$ cat config.mk
export PLATFORM = sky130hd
export DESIGN_NAME = ums_status_regs
export DESIGN_NICKNAME = d
export VERILOG_FILES = /design/src/rtl/ums_pkg.sv /design/src/rtl/ums_modem_if.sv /design/src/rtl/ums_status_regs.sv /design/src/rtl/ums_modem_sync.sv /design/src/rtl/ums_level_sel.sv
export SDC_FILE = /design/constraint.sdc
export NUM_CORES = 1
export LEC_CHECK = 0
export ABC_AREA = 1
export BUFFER_PORTS_ARGS = -buffer_cell sky130_fd_sc_hd__buf_2
export CELL_PAD_IN_SITES_DETAIL_PLACEMENT = 1
export CELL_PAD_IN_SITES_GLOBAL_PLACEMENT = 1
export CORE_MARGIN = 1
export CORE_UTILIZATION = 43
export CTS_CLUSTER_SIZE = 12
export DETAILED_ROUTE_END_ITERATION = 12
export HOLD_SLACK_MARGIN = 0.05
export PLACE_DENSITY_LB_ADDON = 0.1
export SYNTH_ARGS = -nofsm -noshare
export SYNTH_HDL_FRONTEND = slang
export SYNTH_HIERARCHICAL = 1
export SYNTH_SLANG_ARGS = --single-unit
$ cat constraint.sdc
create_clock -name ref_clk -period 2.7 [get_ports ref_clk]
set_input_delay 0.405 -clock ref_clk [delete_from_list [all_inputs] [get_ports ref_clk]]
set_output_delay 0.405 -clock ref_clk [all_outputs]
set_load 0.02 [all_outputs]
$ cat src/rtl/ums_pkg.sv
// Shared constants for the modem status and enhanced register block.
package ums_pkg;
   // APB address width and register byte offsets.
   localparam int ADDR_W = 8;
   localparam logic [ADDR_W-1:0] OFF_MODEM_STATUS = 8'h00;
   localparam logic [ADDR_W-1:0] OFF_MODEM_CONTROL = 8'h04;
   localparam logic [ADDR_W-1:0] OFF_SCRATCH = 8'h08;
   localparam logic [ADDR_W-1:0] OFF_DIV_LOW = 8'h0C;
   localparam logic [ADDR_W-1:0] OFF_DIV_HIGH = 8'h10;
   localparam logic [ADDR_W-1:0] OFF_DIV_FRAC = 8'h14;
   localparam logic [ADDR_W-1:0] OFF_IDENTITY = 8'h18;
   localparam logic [ADDR_W-1:0] OFF_REVISION = 8'h1C;
   localparam logic [ADDR_W-1:0] OFF_TRIGGER = 8'h20;
   localparam logic [ADDR_W-1:0] OFF_FEATURE_CTRL = 8'h24;
   localparam logic [ADDR_W-1:0] OFF_ENH_FEATURE = 8'h28;
   localparam logic [ADDR_W-1:0] OFF_INT_ENABLE = 8'h2C;
   localparam logic [ADDR_W-1:0] OFF_INT_STATUS = 8'h30;
   // Reset values.
   localparam logic [7:0] RST_SCRATCH = 8'hFF;
   localparam logic [7:0] RST_ENH_MODE = 8'h80;
   localparam logic [3:0] RST_PIN_IDLE = 4'hF;
   // Identity values; both are arbitrary neutral codes.
   localparam logic [7:0] IDENTITY_CODE = 8'h5C;
   localparam logic [7:0] REVISION_CODE = 8'h03;
   // Field positions.
   localparam int INT_EN_MODEM_BIT = 3;
   localparam int ENH_ENABLE_BIT = 4;
   localparam int ENH_AUTO_CTS_BIT = 7;
   localparam int FEAT_SWAP_BIT = 6;
   localparam int FEAT_TRIG_TX_BIT = 7;
   localparam int MCTL_LOOP_BIT = 4;
   localparam int EMODE_LINE_IMM_BIT = 6;
   localparam int EMODE_OVS16_BIT = 7;
   localparam int ENH_LOW_BITS = 5;
   localparam logic [1:0] LEVEL_ALTERNATE = 2'h3;
   localparam logic [1:0] TABLE_D_CODE = 2'h3;
   // Hysteresis in characters, indexed by the 4-bit selection code.
   localparam logic [5:0] HYST_TABLE [16] = '{6'h00, 6'h04, 6'h06, 6'h08,
      6'h08, 6'h10, 6'h18, 6'h20, 6'h28, 6'h2C, 6'h30, 6'h34,
      6'h0C, 6'h14, 6'h1C, 6'h24};
endpackage : ums_pkg

$ cat src/rtl/ums_modem_if.sv
// Interface between the register file and the modem input tracker.
`timescale 1ns/10ps
`default_nettype none
interface ums_modem_if;
   logic [3:0] pinN;
   logic [3:0] loopSrc;
   logic loop;
   logic [3:0] status;
   logic [3:0] change;
   modport tracker (input pinN, input loopSrc, input loop, output status, output change);
   modport user (output pinN, output loopSrc, output loop, input status, input change);
endinterface : ums_modem_if
`default_nettype wire

$ cat src/rtl/ums_status_regs.sv
// Modem status, scratch, enhanced mode, divisor and trigger registers over APB.
//
// Our own choices: the address map and the APB interface to the registers.
`timescale 1ns/10ps
`default_nettype none
module ums_status_regs (
   // Clock and reset.
   input wire logic ref_clk,
   input wire logic resetn,
   // APB slave.
   input wire logic psel,
   input wire logic penable,
   input wire logic pwrite,
   input wire logic [ums_pkg::ADDR_W-1:0] paddr,
   input wire logic [31:0] pwdata,
   output logic [31:0] prdata,
   output logic pready,
   output logic pslverr,
   // Modem pins, active low: {carrier, ring, DSR, CTS}.
   input wire logic [3:0] modemPinN,
   // Transmit and receive datapath.
   input wire logic txBusy,
   input wire logic rxErrInFifo,
   input wire logic rxErrAtHolding,
   input wire logic [7:0] rxCount,
   input wire logic [7:0] txCount,
   // Events and controls toward the datapath.
   output logic modemIrq,
   output logic lineErrIrq,
   output logic txHalt,
   output logic loopbackEn,
   output logic oversample16,
   output logic trigTableD,
   output logic [5:0] hystChars,
   output logic [15:0] divisorInt,
   output logic [3:0] divisorFrac,
   output logic [7:0] rxTrigLevel,
   output logic [7:0] txTrigLevel
);
   import ums_pkg::*;

   typedef struct packed {
      logic [3:0] delta;
      logic [7:0] modemCtl;
      logic [7:0] scratch;
      logic [7:0] enhMode;
      logic [7:0] divLow;
      logic [7:0] divHigh;
      logic [7:0] divFrac;
      logic [7:0] featCtl;
      logic [7:0] enhFeat;
      logic [7:0] intEn;
      logic [7:0] rxTrig;
      logic [7:0] txTrig;
      logic [31:0] rdata;
      logic ready;
      logic slvErr;
      logic msIrq;
      logic lineIrq;
      logic halt;
      logic ovs16;
      logic tableD;
      logic [5:0] hyst;
      logic [15:0] divInt;
      logic [3:0] divFrc;
   } ums_state_t;

   ums_state_t st_q;
   ums_state_t st_d;

   logic accessPhase;
   logic wrEn;
   logic rdEn;
   logic swap;
   logic enhEn;
   logic hit;
   logic [7:0] rdVal;
   logic [7:0] level;
   logic statusRd;

   ums_modem_if mdm ();

   // Modem inputs are tracked in their own unit; loopback sources are fixed here.
   assign mdm.pinN = modemPinN;
   assign mdm.loop = st_q.modemCtl[MCTL_LOOP_BIT];
   assign mdm.loopSrc = {st_q.modemCtl[3], st_q.modemCtl[2],
                         st_q.modemCtl[0], st_q.modemCtl[1]};

   ums_modem_sync u_modem (
      .ref_clk(ref_clk),
      .resetn(resetn),
      .mdm(mdm)
   );

   // The level is fetched one cycle ahead of the read, so it never lags the selector.
   ums_level_sel u_level (
      .ref_clk(ref_clk),
      .resetn(resetn),
      .rxCount(rxCount),
      .txCount(txCount),
      .mode(st_q.enhMode[1:0]),
      .modeWr(wrEn && paddr == OFF_SCRATCH && swap),
      .levelRd(rdEn && paddr == OFF_SCRATCH && swap),
      .level(level)
   );

   // Bus handshake: one wait state, effects land on the edge that sees pready.
   assign accessPhase = psel & penable & ~st_q.ready;
   assign wrEn = psel & penable & st_q.ready & pwrite;
   assign rdEn = psel & penable & st_q.ready & ~pwrite;
   assign swap = st_q.featCtl[FEAT_SWAP_BIT];
   assign enhEn = st_q.enhFeat[ENH_ENABLE_BIT];
   assign statusRd = rdEn && paddr == OFF_MODEM_STATUS;

   // Every output is a register.
   assign prdata = st_q.rdata;
   assign pready = st_q.ready;
   assign pslverr = st_q.slvErr;
   assign modemIrq = st_q.msIrq;
   assign lineErrIrq = st_q.lineIrq;
   assign txHalt = st_q.halt;
   assign loopbackEn = st_q.modemCtl[MCTL_LOOP_BIT];
   assign oversample16 = st_q.ovs16;
   assign trigTableD = st_q.tableD;
   assign hystChars = st_q.hyst;
   assign divisorInt = st_q.divInt;
   assign divisorFrac = st_q.divFrc;
   assign rxTrigLevel = st_q.rxTrig;
   assign txTrigLevel = st_q.txTrig;

   // Read decode, register writes and derived controls.
   always_comb begin
      st_d = st_q;
      hit = 1'b1;
      rdVal = 8'h00;
      case (paddr)
         OFF_MODEM_STATUS: begin
            rdVal = {mdm.status, st_q.delta};
         end
         OFF_MODEM_CONTROL: begin
            rdVal = st_q.modemCtl;
         end
         OFF_SCRATCH: begin
            rdVal = swap ? level : st_q.scratch;
         end
         OFF_DIV_LOW: begin
            rdVal = st_q.divLow;
         end
         OFF_DIV_HIGH: begin
            rdVal = st_q.divHigh;
         end
         OFF_DIV_FRAC: begin
            rdVal = enhEn ? st_q.divFrac : 8'h00;
         end
         OFF_IDENTITY: begin
            rdVal = st_q.divInt == 16'h0000 ? IDENTITY_CODE : 8'h00;
         end
         OFF_REVISION: begin
            rdVal = st_q.divInt == 16'h0000 ? REVISION_CODE : 8'h00;
         end
         OFF_TRIGGER: begin
            rdVal = 8'h00;
         end
         OFF_FEATURE_CTRL: begin
            rdVal = st_q.featCtl;
         end
         OFF_ENH_FEATURE: begin
            rdVal = st_q.enhFeat;
         end
         OFF_INT_ENABLE: begin
            rdVal = st_q.intEn;
         end
         OFF_INT_STATUS: begin
            rdVal = {5'h00, st_q.halt, st_q.lineIrq, st_q.msIrq};
         end
         default: begin
            hit = 1'b0;
         end
      endcase

      // Answer is captured in the access phase and held with pready.
      st_d.ready = accessPhase;
      st_d.slvErr = accessPhase & ~hit;
      if (accessPhase && !pwrite) begin
         st_d.rdata = {24'h000000, rdVal};
      end

      // Writes take effect on the completing edge only.
      if (wrEn) begin
         case (paddr)
            OFF_MODEM_CONTROL: begin
               if (enhEn) begin
                  st_d.modemCtl = pwdata[7:0];
               end else begin
                  st_d.modemCtl[ENH_LOW_BITS-1:0] = pwdata[ENH_LOW_BITS-1:0];
               end
            end
            OFF_SCRATCH: begin
               if (swap) begin
                  st_d.enhMode = pwdata[7:0];
               end else begin
                  st_d.scratch = pwdata[7:0];
               end
            end
            OFF_DIV_LOW: begin
               st_d.divLow = pwdata[7:0];
            end
            OFF_DIV_HIGH: begin
               st_d.divHigh = pwdata[7:0];
            end
            OFF_DIV_FRAC: begin
               if (enhEn) begin
                  st_d.divFrac = pwdata[7:0];
               end
            end
            OFF_TRIGGER: begin
               if (st_q.featCtl[FEAT_TRIG_TX_BIT]) begin
                  st_d.txTrig = pwdata[7:0];
               end else begin
                  st_d.rxTrig = pwdata[7:0];
               end
            end
            OFF_FEATURE_CTRL: begin
               st_d.featCtl = pwdata[7:0];
            end
            OFF_ENH_FEATURE: begin
               st_d.enhFeat = pwdata[7:0];
            end
            OFF_INT_ENABLE: begin
               if (enhEn) begin
                  st_d.intEn = pwdata[7:0];
               end else begin
                  st_d.intEn[3:0] = pwdata[3:0];
               end
            end
            default: begin
            end
         endcase
      end

      // Only flags actually returned are cleared; a new change wins over the clear.
      if (statusRd) begin
         st_d.delta = st_q.delta & ~st_q.rdata[3:0];
      end
      st_d.delta = st_d.delta | mdm.change;

      // Modem interrupt follows any pending change while enabled.
      st_d.msIrq = st_q.intEn[INT_EN_MODEM_BIT] & (|st_d.delta);

      // Error interrupt at FIFO entry or only once the character is at the head.
      st_d.lineIrq = st_q.enhMode[EMODE_LINE_IMM_BIT] ? rxErrInFifo
                                                      : rxErrAtHolding;

      // CTS deasserted stops the transmitter once the current character is out.
      st_d.halt = st_q.enhFeat[ENH_AUTO_CTS_BIT] & ~mdm.status[0]
                  & (st_q.halt | ~txBusy);

      st_d.ovs16 = st_q.enhMode[EMODE_OVS16_BIT];
      st_d.hyst = HYST_TABLE[{st_q.enhMode[5:4], st_q.featCtl[1:0]}];
      st_d.tableD = st_q.featCtl[5:4] == TABLE_D_CODE;
      st_d.divInt = {st_q.divHigh, st_q.divLow};
      st_d.divFrc = st_q.divFrac[3:0];
   end

   // State register; only reset and scratch writes with swap clear change the scratch.
   always_ff @(posedge ref_clk) begin
      if (!resetn) begin
         st_q <= '0;
         st_q.scratch <= RST_SCRATCH;
         st_q.enhMode <= RST_ENH_MODE;
         st_q.ovs16 <= 1'b1;
      end else begin
         st_q <= st_d;
      end
   end
endmodule : ums_status_regs
`default_nettype wire

$ cat src/rtl/ums_modem_sync.sv
// Modem input synchroniser, loopback mirror and change detector.
`timescale 1ns/10ps
`default_nettype none
module ums_modem_sync (
   // Clock and reset.
   input wire logic ref_clk,
   input wire logic resetn,
   // Modem signals.
   ums_modem_if.tracker mdm
);
   import ums_pkg::*;

   typedef struct packed {
      logic [3:0] meta;
      logic [3:0] sync;
      logic [3:0] prev;
   } ums_sync_t;

   ums_sync_t st_q;
   ums_sync_t st_d;

   // Status bits are the complement of the pins, or the control bits in loopback.
   assign mdm.status = mdm.loop ? mdm.loopSrc : ~st_q.sync;

   // Level change on carrier, DSR and CTS; only the trailing edge of ringing.
   genvar i;
   for (i = 0; i < 4; i++) begin : g_change
      if (i == 2) begin : g_ring
         assign mdm.change[i] = st_q.prev[i] & ~mdm.status[i];
      end else begin : g_level
         assign mdm.change[i] = st_q.prev[i] ^ mdm.status[i];
      end
   end

   // Two flops before use; the first flop feeds only the second.
   always_comb begin
      st_d = st_q;
      st_d.meta = mdm.pinN;
      st_d.sync = st_q.meta;
      st_d.prev = mdm.status;
   end

   // Idle pins are high, so reset leaves no spurious change.
   always_ff @(posedge ref_clk) begin
      if (!resetn) begin
         st_q <= '{meta: RST_PIN_IDLE, sync: RST_PIN_IDLE, prev: 4'h0};
      end else begin
         st_q <= st_d;
      end
   end
endmodule : ums_modem_sync
`default_nettype wire

$ cat src/rtl/ums_level_sel.sv
// FIFO level readback selector with alternating RX and TX counts.
`timescale 1ns/10ps
`default_nettype none
module ums_level_sel (
   // Clock and reset.
   input wire logic ref_clk,
   input wire logic resetn,
   // Counts from the FIFOs.
   input wire logic [7:0] rxCount,
   input wire logic [7:0] txCount,
   // Mode and access strobes.
   input wire logic [1:0] mode,
   input wire logic modeWr,
   input wire logic levelRd,
   // Selected level.
   output logic [7:0] level
);
   import ums_pkg::*;

   typedef struct packed {
      logic pickTx;
      logic [7:0] level;
   } ums_level_t;

   ums_level_t st_q;
   ums_level_t st_d;

   assign level = st_q.level;

   // A mode write restarts the alternation at RX; each level read in the alternate mode flips it.
   always_comb begin
      st_d = st_q;
      if (modeWr) begin
         st_d.pickTx = 1'b0;
      end else if (levelRd && mode == LEVEL_ALTERNATE) begin
         st_d.pickTx = ~st_q.pickTx;
      end
      if (!mode[0]) begin
         st_d.level = rxCount;
      end else if (mode[1]) begin
         st_d.level = st_q.pickTx ? txCount : rxCount;
      end else begin
         st_d.level = txCount;
      end
   end

   // State register.
   always_ff @(posedge ref_clk) begin
      if (!resetn) begin
         st_q <= '{pickTx: 1'b0, level: 8'h00};
      end else begin
         st_q <= st_d;
      end
   end
endmodule : ums_level_sel
`default_nettype wire

==> impl_metrics.yaml <==
outcome:
  status: "complete, no violations"
cells_and_area:
  area_growth_pct: 9.390
  n_fill_cell: 2098
  multi_input_area_mm2: 0.002983
  nets: 1075
  seqCellArea_mm2: 0.003023
  layout-drive-gt1-share_pct: 19.55
  fin_cells: 1238
  insertedDiodeCount: 0
  utilization_pct: 48.07
route:
  dr.first_iter.drc_count: 325
  remaining_drc_errors: 0
  ant_nets: 0
  wl_per_cell_um: 16.16
  firstDrtPassIters: 4
  drt_wl_total_um: 20000
  via_per_inst: 4.855
  num_vias: 6010
place:
  gp_congestion: 0.8722
  io_buffers: 100
  dp_hpwl_um: 13940
  placed_cells: 1207
  dp_slack_ps: 571.2
worst_setup_path:
  criticalPathCategory: "reg -> reg"
  path_cells: "inv_1, a21boi_0, nor2_1, nor2_1, nand3_1, nand2_1, a21oi_1"
  crit_path_start_kind: "flop"
  crit_fanout: 12
  cpMostUsedCell: "nor2_1"
  reg2reg_setup_slack_ps: 800
  arrival_ps: 2220
  critPathTopFamily: "flip-flops"
  cpMaxStageDelayCell: "dfxtp_1"
  max_stage_delay_ps: 520
  cp.required_ps: 3020
  cp_num_buf_inv: 1
  crit_path_end_kind: "flop"
synth:
  synth_seq_area_share_pct: 41.63
  synthArstFlopShare_pct: 0
  synth_commonest_cells: "nand2_1, dfxtp_1, inv_1, a21oi_1, buf_4"
  synth_top_area_share_pct: 41.63
  syn-mean-instance-area_um2: 7.418
  synth.most_common_cell: "nand2_1"
  synth_warnings: 6
  ys.flop_type: "dfxtp_1"
  synth_edf_count: 0
  synth_top_area_cell: "dfxtp_1"
  syn-cell-area_mm2: 0.007262
  synth_cell_types: 44
  synth_seq_cells: 151
  synth_area_leaders: "dfxtp_1, buf_4, nand2_1"
  syn_inst: 979
global_route:
  track_usage_pct: 24.04
  grt_first_pass_wirelength_um: 32020
  gr-total-overflow: 0
  grt_pass1_vias: 5930
  grt_max_degree: 123
  antenna_found_initial: 0
sta:
  tns_ps: 0
  skew_ps: 7.770
  tightest_slew_ps: 669.9
  slew_headroom_pct: 55.28
  fin_crit_sh_pct: 70.29
  finalCriticalPeriod_ps: 1898
  setup_ws_ps: 802.1
  hold_violations: 0
  rsz0062_at_grt: "no"
  setup_viol: 0
  max_freq_ghz: 0.5269
  drv_slew: 0
pwr:
  power.total_w: 0.005011
  worst_ir_drop_vdd_uv: 428.7
  leakagePower_nw: 3.837
  power_density_mw_per_mm2: 630.8
clock_tree:
  cts_buffers: 17
  postCtsHoldBufs: 0
  clock_latency_ps: 430
  h-tree-depth: 4
  postCtsSetupRepairBufs: 0
  tritoncts: "done"
  cts_sinks: 151
  clk_pin_slew_worst_paths_ps: 60
  clk_path_buf_depth: 2
  cts-root-buf: "clkbuf_16"
  cts_resized: 0
hold_path:
  hold_path_class: "in -> reg"
die:
  core_mm2: 0.01652
  row_count: 47
  start_util_pct: 43.95
  die_x_um: 132.0
  io_pins: 150
  dieHeight_um: 132.0
  fp.dieArea_mm2: 0.01741
flow_run:
  cap_violations: 0
final timing paths:
check | depth (start not counted) | end | start
worst max-delay path | 7 | prdata[3]$_SDFFE_PN0P_ | st_q[103]$_SDFFE_PN0P_
worst min-delay path | 2 | u_modem/st_d[4]$_SDFF_PN1_ | modemPinN[0]
worst max register to register | 7 | prdata[3]$_SDFFE_PN0P_ | st_q[103]$_SDFFE_PN0P_
worst min register to register | 1 | u_modem/st_q[5]$_SDFF_PN1_ | u_modem/st_d[5]$_SDFF_PN1_
flip-flops by register name, summed over array words and instances (netlist names):
register,flops
u_level/level,8
enhEn,1
pready,1
mdm.loopSrc,4
u_level/st_q,1
divisorFrac,4
u_modem/st_q,8
oversample16,1
u_modem/st_d,4
trigTableD,1
loopbackEn,1
divisorInt,16
modemIrq,1
st_q,47
txHalt,1
hystChars,5
rxTrigLevel,8
prdata,8
pslverr,1
lineErrIrq,1
txTrigLevel,8
st_d,21
cell usage in the layout (no fill, tap or decap), types with 2 or more instances in the layout:
| cell | count |
|---|---|
| or2_1 | 7 |
| nor2_8 | 2 |
| nand2_4 | 3 |
| inv_2 | 11 |
| clkbuf_8 | 5 |
| buf_4 | 9 |
| nand4_1 | 4 |
| o21ai_0 | 69 |
| clkinv_1 | 2 |
| nor2_4 | 5 |
| nand3_2 | 6 |
| nand3_1 | 71 |
| bufinv_16 | 3 |
| nand3b_1 | 7 |
| o211ai_2 | 8 |
| nand2_1 | 181 |
| nor3_1 | 2 |
| clkinv_2 | 4 |
| conb_1 | 25 |
| inv_4 | 2 |
| a21boi_0 | 2 |
| or2_2 | 2 |
| dfxtp_1 | 151 |
| nor2_1 | 66 |
| nand2_2 | 12 |
| nor2_2 | 4 |
| buf_2 | 99 |
| a21oi_1 | 103 |
| clkbuf_16 | 17 |
| clkbuf_1 | 2 |
| inv_1 | 104 |
| o21ai_1 | 14 |
cell type report:
cell class / instances / share of cell area (%)
clock buffers: 24 / 6.316
clock inverters: 7 / 1.465
inverters: 121 / 5.812
multi-input cells: 606 / 37.55
flip-flops and latches: 151 / 38.05
well taps: 220 / 3.465
repair buffers: 109 / 7.340
metrics by stage:
| stage | area (um^2) | hold slack (ps) |
|---|---|---|
| finish | 7944 | 157.1 |
| global route | 7944 | 152.0 |
| CTS | 7944 | 144.8 |
| detailed placement | 7326 | 393.7 |
| global placement | 7326 | 388.7 |
| floorplan | 7352 | 385.5 |
layer usage:
layer,routed length (um),vias up,track usage [%]
li1,-,3070,-
met1,9731,2781,32.35
met4,393,0,9.173
met2,9066,134,38.33
met5,0,-,0
met3,810,25,4.268
power by group:
| group | switching, W | leakage, nW | total, W | internal (W) |
|---|---|---|---|---|
| clock | 0.000923 | 0.302 | 0.00249 | 0.00157 |
| sequential | 0.00000901 | 1.22 | 0.00226 | 0.00225 |
| combinational | 0.000194 | 2.31 | 0.000261 | 0.0000672 |
| total | 0.00113 | 3.84 | 0.00501 | 0.00389 |
kinds of logic after synthesis:
family,after synthesis,synth area share (%)
adders and majority gates,1,0.1723
other,1,0.05164
and+or+nand+nor,377,24.31
buffers and inverters,246,18.54
DFF,151,41.63
AOI/OAI and AO/OA,203,15.30
(Power assumes the default switching activity.)
